[src/design/rflb_pkg.sv]
package rflb_pkg;
	// Register addresses on the host register port
	localparam logic [7:0] ADDR_CONVERSION_RESULT = 8'h19;
	localparam logic [7:0] ADDR_RX_LEN_HIGH = 8'h1A;
	localparam logic [7:0] ADDR_RX_LEN_LOW = 8'h1B;
	localparam logic [7:0] ADDR_BUFFER_STATUS = 8'h1C;
	localparam logic [7:0] ADDR_SEND_LEN_UPPER = 8'h1D;
	localparam logic [7:0] ADDR_SEND_LEN_LOWER = 8'h1E;
	localparam logic [7:0] ADDR_BUFFER_DATA = 8'h1F;
	// Direct command codes handled here
	localparam logic [7:0] CMD_TRIGGER_ADC = 8'h87;
	localparam logic [7:0] CMD_RESET_BUFFER = 8'h8F;
	// Bit positions
	localparam int RXH_SKIP_CHECK_BIT = 7;
	localparam int RXH_RAW_OPTION_BIT = 6;
	localparam int STAT_HIGH_BIT = 7;
	localparam int STAT_LOW_BIT = 6;
	localparam int STAT_OVF_BIT = 5;
	localparam int SEND_PARTIAL_FLAG_BIT = 0;
	// Buffer shape and thresholds
	localparam int BUF_DEPTH = 24;
	localparam int HIGH_LEVEL = 18;
	localparam int LOW_LEVEL = 6;
	localparam int START_BYTES = 3;
	localparam logic [7:0] RESET_BYTE = 8'h00;
	// Measurement source codes
	localparam logic [2:0] MSEL_MIXER_A = 3'h1;
	localparam logic [2:0] MSEL_MIXER_B = 3'h2;
	localparam logic [2:0] MSEL_PIN = 3'h3;
	// Conversion timing
	localparam int CLK_PERIOD_NS = 10;
	localparam int ADC_VALID_NS = 20000;
	localparam int ADC_VALID_CYCLES = ADC_VALID_NS / CLK_PERIOD_NS;
	localparam int ADC_CONV_CYCLES = 16;
endpackage

[src/design/rflb_buffer.sv]
`timescale 1ns/1ns
`default_nettype none
// Circular byte buffer, one port in, one port out, clearable.
module rflb_buffer
	import rflb_pkg::*;
#(
	parameter int DEPTH = BUF_DEPTH
)(
	input wire logic sys_clk,
	input wire logic reset_n,
	input wire logic clear,
	input wire logic push,
	input wire logic [7:0] push_data,
	input wire logic pop,
	output logic [7:0] pop_data,
	output logic [4:0] fill,
	output logic overflow
);
	localparam int AW = $clog2(DEPTH);
	logic [7:0] mem [DEPTH];
	logic [AW-1:0] wr_r, wr_nxt, rd_r, rd_nxt;
	logic [4:0] fill_r, fill_nxt;
	logic ovf_r, ovf_nxt;
	logic do_push, do_pop;

	function automatic logic [AW-1:0] wrap_inc(input logic [AW-1:0] p);
		wrap_inc = (p == AW'(DEPTH - 1)) ? '0 : p + AW'(1);
	endfunction

	// Pointer and level bookkeeping; full pushes are dropped unless a pop frees a slot in the same cycle
	always_comb
	begin
		do_pop = pop && (fill_r != 5'h00);
		do_push = push && (fill_r != 5'(DEPTH) || do_pop);
		wr_nxt = wr_r;
		rd_nxt = rd_r;
		fill_nxt = fill_r;
		ovf_nxt = ovf_r;
		if (clear)
		begin
			wr_nxt = '0;
			rd_nxt = '0;
			fill_nxt = 5'h00;
			ovf_nxt = 1'b0;
		end
		else
		begin
			if (do_push)
				wr_nxt = wrap_inc(wr_r);
			if (do_pop)
				rd_nxt = wrap_inc(rd_r);
			if (push && !do_push)
				ovf_nxt = 1'b1;
			if (do_push && !do_pop)
				fill_nxt = fill_r + 5'h01;
			else if (do_pop && !do_push)
				fill_nxt = fill_r - 5'h01;
		end
	end

	always_ff @(posedge sys_clk or negedge reset_n)
	begin
		if (!reset_n)
		begin
			wr_r <= '0;
			rd_r <= '0;
			fill_r <= 5'h00;
			ovf_r <= 1'b0;
		end
		else
		begin
			wr_r <= wr_nxt;
			rd_r <= rd_nxt;
			fill_r <= fill_nxt;
			ovf_r <= ovf_nxt;
		end
	end

	// Storage has no reset, it only holds data
	always_ff @(posedge sys_clk)
	begin
		if (do_push && !clear)
			mem[wr_r] <= push_data;
	end

	assign pop_data = mem[rd_r];
	assign fill = fill_r;
	assign overflow = ovf_r;
endmodule
`default_nettype wire

[src/design/rflb_adc_ctrl.sv]
`timescale 1ns/1ns
`default_nettype none
// Converter sequencer: pick the source, sample, then publish the result.
module rflb_adc_ctrl
	import rflb_pkg::*;
#(
	parameter int CONV_CYCLES = ADC_CONV_CYCLES
)(
	input wire logic sys_clk,
	input wire logic reset_n,
	input wire logic trigger,
	input wire logic [2:0] msel,
	input wire logic [7:0] mixer_a_level,
	input wire logic [7:0] mixer_b_level,
	input wire logic [7:0] pin_level,
	output logic [7:0] result,
	output logic busy
);
	logic [7:0] res_r, res_nxt;
	logic [15:0] cnt_r, cnt_nxt;
	logic [7:0] src;

	// Source selection follows the measurement field
	always_comb
	begin
		case (msel)
			MSEL_MIXER_A: src = mixer_a_level;
			MSEL_MIXER_B: src = mixer_b_level;
			MSEL_PIN: src = pin_level;
			default: src = 8'h00;
		endcase
	end

	// Count down a fixed conversion time, well inside the valid limit
	always_comb
	begin
		res_nxt = res_r;
		cnt_nxt = cnt_r;
		if (trigger)
			cnt_nxt = 16'(CONV_CYCLES);
		else if (cnt_r != 16'h0000)
		begin
			cnt_nxt = cnt_r - 16'h0001;
			if (cnt_r == 16'h0001)
				res_nxt = src;
		end
	end

	always_ff @(posedge sys_clk or negedge reset_n)
	begin
		if (!reset_n)
		begin
			res_r <= 8'h00;
			cnt_r <= 16'h0000;
		end
		else
		begin
			res_r <= res_nxt;
			cnt_r <= cnt_nxt;
		end
	end

	assign result = res_r;
	assign busy = (cnt_r != 16'h0000);
endmodule
`default_nettype wire

[src/design/rflb_top.sv]
// Summary of operation
// ADC result valid within 20 us
// ADC source from measurement select field
// Skip-check bit lasts one reception
// Raw option: all bytes, remapped interrupts
// 10-bit receive length, cleared at end
// High flag at 18 bytes in RX
// Low flag at 6 bytes in TX
// Overflow flag on write beyond capacity
// Status low bits show unread bytes
// Upper send length, cleared at TX end
// Lower send length nibble, bits, flag
// Partial bit count ignored without flag
// Lower send length write-only for TX
// RX bit count read-only, success update
// Partial bits sit at LSB end
// 24-byte circular buffer, one address
// Status and send length reset low-enable
// Reset command clears pointers and flags
// Start sending at third byte loaded
// Data port write appends, read pops
// Overflow sticky until buffer reset
`timescale 1ns/1ns
`default_nettype none
module rflb_top
	import rflb_pkg::*;
#(
	parameter int DEPTH = BUF_DEPTH
)(
	input wire logic sys_clk,
	input wire logic reset_n,
	input wire logic enable,
	// Host register port
	input wire logic [7:0] reg_addr,
	input wire logic [7:0] reg_wdata,
	input wire logic reg_wr,
	input wire logic reg_rd,
	output logic [7:0] reg_rdata,
	// Direct command strobe
	input wire logic cmd_valid,
	input wire logic [7:0] cmd_code,
	input wire logic [2:0] msel,
	// Converter sources
	input wire logic [7:0] mixer_a_level,
	input wire logic [7:0] mixer_b_level,
	input wire logic [7:0] pin_level,
	// Framing side
	input wire logic tx_active,
	input wire logic tx_eof,
	input wire logic rx_active,
	input wire logic rx_byte_valid,
	input wire logic [7:0] rx_byte,
	input wire logic rx_byte_is_crc,
	input wire logic rx_end,
	input wire logic rx_ok,
	input wire logic [2:0] rx_last_bits,
	input wire logic tx_byte_req,
	output logic [7:0] tx_byte,
	output logic tx_start,
	output logic [11:0] tx_byte_count,
	output logic [2:0] tx_partial_bits,
	output logic tx_partial,
	output logic rx_check_crc,
	output logic rx_raw_mode,
	output logic irq_header_sel,
	output logic third_error_interrupt_sel,
	output logic buffer_clear
);
	logic [7:0] rxh_r, rxh_nxt, rxl_r, rxl_nxt;
	logic [7:0] su_r, su_nxt, sl_r, sl_nxt;
	logic [2:0] rxbits_r, rxbits_nxt;
	logic [11:0] loaded_r, loaded_nxt;
	logic started_r, started_nxt;
	logic [7:0] rdata_r, rdata_nxt;
	logic en_s1_r, en_s2_r;
	logic clr, host_push, host_pop, push, pop;
	logic [7:0] push_data, pop_data, status;
	logic [4:0] fill;
	logic overflow, adc_busy;
	logic [7:0] adc_result;
	logic [11:0] total;

	// Enable pin passes two flops before use
	always_ff @(posedge sys_clk or negedge reset_n)
	begin
		if (!reset_n)
		begin
			en_s1_r <= 1'b0;
			en_s2_r <= 1'b0;
		end
		else
		begin
			en_s1_r <= enable;
			en_s2_r <= en_s1_r;
		end
	end

	// Buffer clear: command or enable low
	assign clr = !en_s2_r ||
		(cmd_valid && cmd_code == CMD_RESET_BUFFER);
	assign buffer_clear = clr;
	assign host_push = reg_wr && reg_addr == ADDR_BUFFER_DATA;
	assign host_pop = reg_rd && reg_addr == ADDR_BUFFER_DATA;
	// Raw option lets CRC bytes through, else they are dropped
	assign push = host_push || (rx_byte_valid &&
		(!rx_byte_is_crc || rxh_r[RXH_RAW_OPTION_BIT]));
	assign push_data = host_push ? reg_wdata : rx_byte;
	assign pop = host_pop || tx_byte_req;

	rflb_buffer #(
		.DEPTH(DEPTH)
	) u_buffer (
		.sys_clk(sys_clk),
		.reset_n(reset_n),
		.clear(clr),
		.push(push),
		.push_data(push_data),
		.pop(pop),
		.pop_data(pop_data),
		.fill(fill),
		.overflow(overflow)
	);

	rflb_adc_ctrl u_adc (
		.sys_clk(sys_clk),
		.reset_n(reset_n),
		.trigger(cmd_valid && cmd_code == CMD_TRIGGER_ADC),
		.msel(msel),
		.mixer_a_level(mixer_a_level),
		.mixer_b_level(mixer_b_level),
		.pin_level(pin_level),
		.result(adc_result),
		.busy(adc_busy)
	);

	// Status: level flags qualified by direction, overflow, fill count
	always_comb
	begin
		status = {3'b000, fill};
		status[STAT_HIGH_BIT] = rx_active && fill >= 5'(HIGH_LEVEL);
		status[STAT_LOW_BIT] = tx_active && fill <= 5'(LOW_LEVEL);
		status[STAT_OVF_BIT] = overflow;
	end

	assign total = {su_r, sl_r[7:4]};

	// Length registers, skip-check one-shot and transmit start logic
	always_comb
	begin
		rxh_nxt = rxh_r;
		rxl_nxt = rxl_r;
		su_nxt = su_r;
		sl_nxt = sl_r;
		rxbits_nxt = rxbits_r;
		loaded_nxt = loaded_r;
		started_nxt = started_r;
		if (reg_wr && reg_addr == ADDR_RX_LEN_HIGH)
			rxh_nxt = reg_wdata;
		if (reg_wr && reg_addr == ADDR_RX_LEN_LOW)
			rxl_nxt = reg_wdata;
		if (reg_wr && reg_addr == ADDR_SEND_LEN_UPPER)
			su_nxt = reg_wdata;
		if (reg_wr && reg_addr == ADDR_SEND_LEN_LOWER)
		begin
			sl_nxt = reg_wdata;
			loaded_nxt = 12'h000;
			started_nxt = 1'b0;
		end
		if (host_push && loaded_r != 12'hFFF)
			loaded_nxt = loaded_r + 12'h001;
		if (rx_end)
		begin
			rxh_nxt = RESET_BYTE;
			rxl_nxt = RESET_BYTE;
			if (rx_ok)
				rxbits_nxt = rx_last_bits;
		end
		if (tx_eof)
		begin
			su_nxt = RESET_BYTE;
			started_nxt = 1'b0;
			loaded_nxt = 12'h000;
		end
		if (tx_start)
			started_nxt = 1'b1;
		if (clr)
		begin
			loaded_nxt = 12'h000;
			started_nxt = 1'b0;
		end
		if (!en_s2_r)
		begin
			rxh_nxt = RESET_BYTE;
			rxl_nxt = RESET_BYTE;
			su_nxt = RESET_BYTE;
			sl_nxt = RESET_BYTE;
			rxbits_nxt = 3'h0;
		end
	end

	always_ff @(posedge sys_clk or negedge reset_n)
	begin
		if (!reset_n)
		begin
			rxh_r <= RESET_BYTE;
			rxl_r <= RESET_BYTE;
			su_r <= RESET_BYTE;
			sl_r <= RESET_BYTE;
			rxbits_r <= 3'h0;
			loaded_r <= 12'h000;
			started_r <= 1'b0;
		end
		else
		begin
			rxh_r <= rxh_nxt;
			rxl_r <= rxl_nxt;
			su_r <= su_nxt;
			sl_r <= sl_nxt;
			rxbits_r <= rxbits_nxt;
			loaded_r <= loaded_nxt;
			started_r <= started_nxt;
		end
	end

	// Start once three bytes loaded, or all of a shorter message
	always_comb
	begin
		tx_start = 1'b0;
		// A lone partial byte still makes a message worth sending
		if (!started_r && en_s2_r &&
			(total != 12'h000 || sl_r[SEND_PARTIAL_FLAG_BIT]))
			if (loaded_r >= 12'(START_BYTES) ||
				loaded_r >= total + {11'h000, sl_r[SEND_PARTIAL_FLAG_BIT]})
				tx_start = 1'b1;
	end

	assign tx_byte = pop_data;
	assign tx_byte_count = total;
	assign tx_partial = sl_r[SEND_PARTIAL_FLAG_BIT];
	// Bit count only counts with the flag set
	assign tx_partial_bits = sl_r[SEND_PARTIAL_FLAG_BIT] ?
		sl_r[3:1] : 3'h0;
	assign rx_check_crc = !rxh_r[RXH_SKIP_CHECK_BIT];
	assign rx_raw_mode = rxh_r[RXH_RAW_OPTION_BIT];
	assign irq_header_sel = !rxh_r[RXH_RAW_OPTION_BIT];
	assign third_error_interrupt_sel = !rxh_r[RXH_RAW_OPTION_BIT];

	// Read mux, registered for one-cycle-later data
	always_comb
	begin
		rdata_nxt = 8'h00;
		if (reg_rd)
		begin
			case (reg_addr)
				ADDR_CONVERSION_RESULT: rdata_nxt = adc_result;
				ADDR_RX_LEN_HIGH: rdata_nxt = rxh_r;
				ADDR_RX_LEN_LOW: rdata_nxt = rxl_r;
				ADDR_BUFFER_STATUS: rdata_nxt = status;
				ADDR_SEND_LEN_UPPER: rdata_nxt = su_r;
				// Written send value never reads back
				ADDR_SEND_LEN_LOWER: rdata_nxt = {4'h0, rxbits_r, 1'b0};
				ADDR_BUFFER_DATA: rdata_nxt = fill != 5'h00 ? pop_data : 8'h00;
				default: rdata_nxt = 8'h00;
			endcase
		end
	end

	always_ff @(posedge sys_clk or negedge reset_n)
	begin
		if (!reset_n)
			rdata_r <= 8'h00;
		else
			rdata_r <= rdata_nxt;
	end

	assign reg_rdata = rdata_r;
endmodule
`default_nettype wire

[config.mk]
export PLATFORM = sky130hd
export DESIGN_NAME = rflb_top
export DESIGN_NICKNAME = d
export VERILOG_FILES = /design/src/design/rflb_pkg.sv /design/src/design/rflb_buffer.sv /design/src/design/rflb_adc_ctrl.sv /design/src/design/rflb_top.sv
export SDC_FILE = /design/constraint.sdc
export NUM_CORES = 1
export LEC_CHECK = 0
export BUFFER_PORTS_ARGS = -buffer_cell sky130_fd_sc_hd__buf_2
export CORE_UTILIZATION = 54
export CTS_CLUSTER_DIAMETER = 120
export CTS_CLUSTER_SIZE = 25
export DETAILED_ROUTE_END_ITERATION = 7
export MAX_ROUTING_LAYER = met4
export PLACE_DENSITY = 0.77
export SYNTH_ARGS = -nofsm -noshare
export SYNTH_HDL_FRONTEND = slang
export SYNTH_SLANG_ARGS = --single-unit
[constraint.sdc]
create_clock -name sys_clk -period 9.3 [get_ports sys_clk]
set_clock_uncertainty 0.1 [all_clocks]
set_input_delay 0.465 -clock sys_clk [delete_from_list [all_inputs] [get_ports sys_clk]]
set_output_delay 0.465 -clock sys_clk [all_outputs]
set_load 0.005 [all_outputs]
==> results.md <==
* Status: finished, final reports clean
* CP max stage delay at 0.92 ns
* Multi-input gate area at 5080 sq um
* Starting density of the core at 0.554
* Minimum clock period at 4.29 ns
* Post-CTS setup buffer count at 0
* # setup viols final at 0
* Ys async rst share at 0.338
* CTS tree: built
* Vias per cell at 6.17
* Fill count at 1914
* Vias in the first global route at 8560
* Layout cells sized above 1 at 0.176
* Die Y at 161 microns
* PD cells at 175 nW/um^2
* Synthesized Nets at 1148
* Die Wd at 161 microns
* Yosys reg bits at 290
* Global route total overflow at 0
* Cell area after synthesis at 13600 sq um
* Worst EP required at 8.74 ns
* Post-synth cell types at 71
* Slew Viols, Final at 0
* FF-to-FF Start: u_buffer.rd_r[0]
* H-tree depth at 1
* Remaining antenna violation count at 0
* Yosys top cell by area: edfxtp_1
* Met3 usage in global routing at 0.0333
* Crit path DAT at 3.73 ns
* Count leader, synth: edfxtp_1
* Worst Tran Pin Value at 1.07 ns
* Unrepaired setup endpoints after global routing: no
* Routed WL per cell at 21.7 microns
* Max cap viols at 0
* Delay-heaviest family, CP: buffers and inverters
* Post-synth EDFFs at 192
* Clk slew on worst S/H paths at 0.10 ns
* Synth top area share at 0.424
* Tot Pwr at 0.00260 W
* N_diodes at 0
* Post-Synthesis Cells at 1046
* Post-cts sizing count at 0
* Avg Cell Area, Syn at 13.0 sq um
* R2R Setup Slk at 5.89 ns
* Leak at 5.43 nW
* Gr usage total at 0.256
* Pre-Repair DR Iteration Count at 5
* First-pass GRT wire length at 49300 microns
* Clk buf depth at 3
* Hold wc startpoint: rx_last_bits[2]
* Clock root buffer: clkbuf_16
* Hold Vio Cnt, Final at 0
* # DRC at 0
* Setup_tns at 0 ns
* CTS sink cnt at 290
* Post-Route WL at 31700 microns
* CP max-delay cell: o311ai_0
* CP startpoint kind: flop
* Rel. slew slack at 0.275
* Synth cell count leaders: edfxtp_1 (192), nand2_1 (99), dfrtp_1 (98)
* Initial antenna violation count at 0
* GR peak layer: met2
* Post-route cell area at 14800 sq um
* TritonCTS buffer count at 15
* Port buffer count at 113
* Final setup margin at 5.01 ns
* Synth-to-layout area growth at 9.02%
* Crit Path Max Fanout at 49
* Reg2Reg Depth at 5
* Largest net degree at the start of global routing at 77
* Final period util at 0.462
* CP Capture Type: output pin
* Hpwl dp at 22200 microns
* Sequential cell area at 8220 sq um
* Die area at 25800 sq um
* HP Class: in2reg
* Placed inst area at 14400 sq um
* Layout net count at 1229
* Num rows at 57
* Stages on worst setup path at 5
* Final Hold Slack at 0.134 ns
* FMAX at 233 MHz
* CP Cell Sequence: buf_4 > mux4_2 > mux2i_1 > o311ai_0 > buf_2
* DRT iter0 DRCs at 1007
* Sequential cell area fraction in the yosys report at 0.604
* Synth top area cells: edfxtp_1 (42%), dfrtp_1 (18%), mux2i_1 (6.5%), mux4_2 (4.0%), nand2_1 (2.7%)
* Worst hold path stage count at 3
* Primary FF master, synth: edfxtp_1
* Max rail drop VDD at 0.181 mV
* Crit path buf inv count at 2
* Worst Hold End: rxbits_r[2]
* Crit path kind: reg2out
* Met2 Use GR at 0.407
* Clock latency on the worst-skew pair at 0.50 ns
* Ports at 114
* Synthesis Warnings at 0
* R2R Path End: reg_rdata[7]
* Core area at 24500 sq um
* GR Util met1 at 0.346
* GPL Wtd Cong at 0.941
* Vias at 9013
* Post-placement setup slack at 5.54 ns
-- cells in the final DEF (no fill, tap or decap), types with 7 or more instances in the layout --
cell type,Yosys,routed
mux4_2,24,24
and3_1,7,7
o211ai_1,13,13
nor2_1,84,84
edfxtp_1,192,192
dfrtp_1,98,97
xnor2_1,15,15
a21o_1,7,7
nor2b_1,7,7
nor4_1,14,14
a21oi_1,38,38
clkbuf_16,0,15
nand3_1,33,33
a21boi_0,13,13
a22oi_1,29,29
or3_1,10,10
ha_1,25,25
nand2_1,99,99
mux2i_1,88,88
o311ai_0,10,10
buf_2,11,112
o21ai_0,18,18
nand4_1,14,14
clkbuf_1,32,9
inv_1,18,18
xor2_1,11,11
mux2_2,23,23
nand2b_1,7,7
nor3_1,14,13
-- through the flow --
step / utilization / cells
finish: 0.604 / 1460
global route: 0.604 / 1460
CTS: 0.604 / 1460
detailed placement: 0.586 / 1432
global placement: 0.586 / 1432
floorplan: - / 1046
-- worst reg2reg max path: stages, from the launching register on --
cell and delay [ns]:
dfrtp_4 0.74, buf_4 0.76, mux4_2 0.47, mux2i_1 0.09, o311ai_0 0.92, o2bb2ai_1 0.24
-- worst max path at each step --
| stage | startpoint | end | slack (ns) |
|---|---|---|---|
| after floorplan | reg_addr[5] | u_buffer.fill[4] | 6.25 |
| after global placement | u_buffer.rd_r[0] | tx_byte[4] | 5.59 |
| after detailed placement | u_buffer.rd_r[0] | tx_byte[7] | 5.54 |
| after CTS | u_buffer.rd_r[0] | tx_byte[7] | 4.95 |
| after global routing | u_buffer.rd_r[0] | tx_byte[7] | 4.82 |
| final | u_buffer.rd_r[0] | tx_byte[7] | 5.01 |
-- cell type report --
class | count | area share
timing repair buffer | 120 | 0.0422
clock inverter | 2 | 0.00135
multi-input combinational | 682 | 0.342
sequential | 290 | 0.555
inverter | 18 | 0.00456
clock buffer | 24 | 0.0276
tap | 324 | 0.0273
-- sequential cells by signal, summed over array words and instances (netlist names), 3 cells and up --
| signal | count |
|---|---|
| rxh_r | 8 |
| sl_r | 8 |
| rxbits_r | 3 |
| u_buffer.rd_r | 5 |
| u_buffer.mem | 192 |
| rxl_r | 8 |
| su_r | 8 |
| u_adc.cnt_r | 16 |
| u_adc.result | 8 |
| reg_rdata | 8 |
| loaded_r | 12 |
| u_buffer.wr_r | 5 |
| u_buffer.fill | 5 |
-- power by group --
part	internal (W)	leakage [nW]	switching, W
Clock	0.000311	0.206	0.000391
Combinational	0.000191	2.20	0.000236
Sequential	0.00141	3.03	0.0000600
Total	0.00191	5.43	0.000687
-- metal layers --
layer | vias to the layer above | share of wire
li1 | 4124 | -
met1 | 4460 | 0.42
met2 | 371 | 0.48
met3 | 58 | 0.068
met4 | 0 | 0.032
met5 | - | 0
-- cell families (layout without fill, tap and decap cells) --
| family | Yosys count | in the layout | synth area share |
|---|---|---|---|
| XOR/XNOR | 26 | 26 | 0.0167 |
| buffers and inverters | 74 | 164 | 0.0228 |
| multiplexers | 135 | 135 | 0.124 |
| AND/OR/NAND/NOR | 326 | 326 | 0.120 |
| flip-flops | 290 | 290 | 0.604 |
| AO/OA/AOI/OAI | 169 | 169 | 0.0881 |
| adder cells (fa/ha/maj) | 26 | 26 | 0.0245 |
-- repair_timing --
item                       CTS  global route
hold buffers                 2             0
hold endpoints to repair    23             0
setup endpoints to repair    0             0
Note: power is estimated with default switching activity, not from simulation.
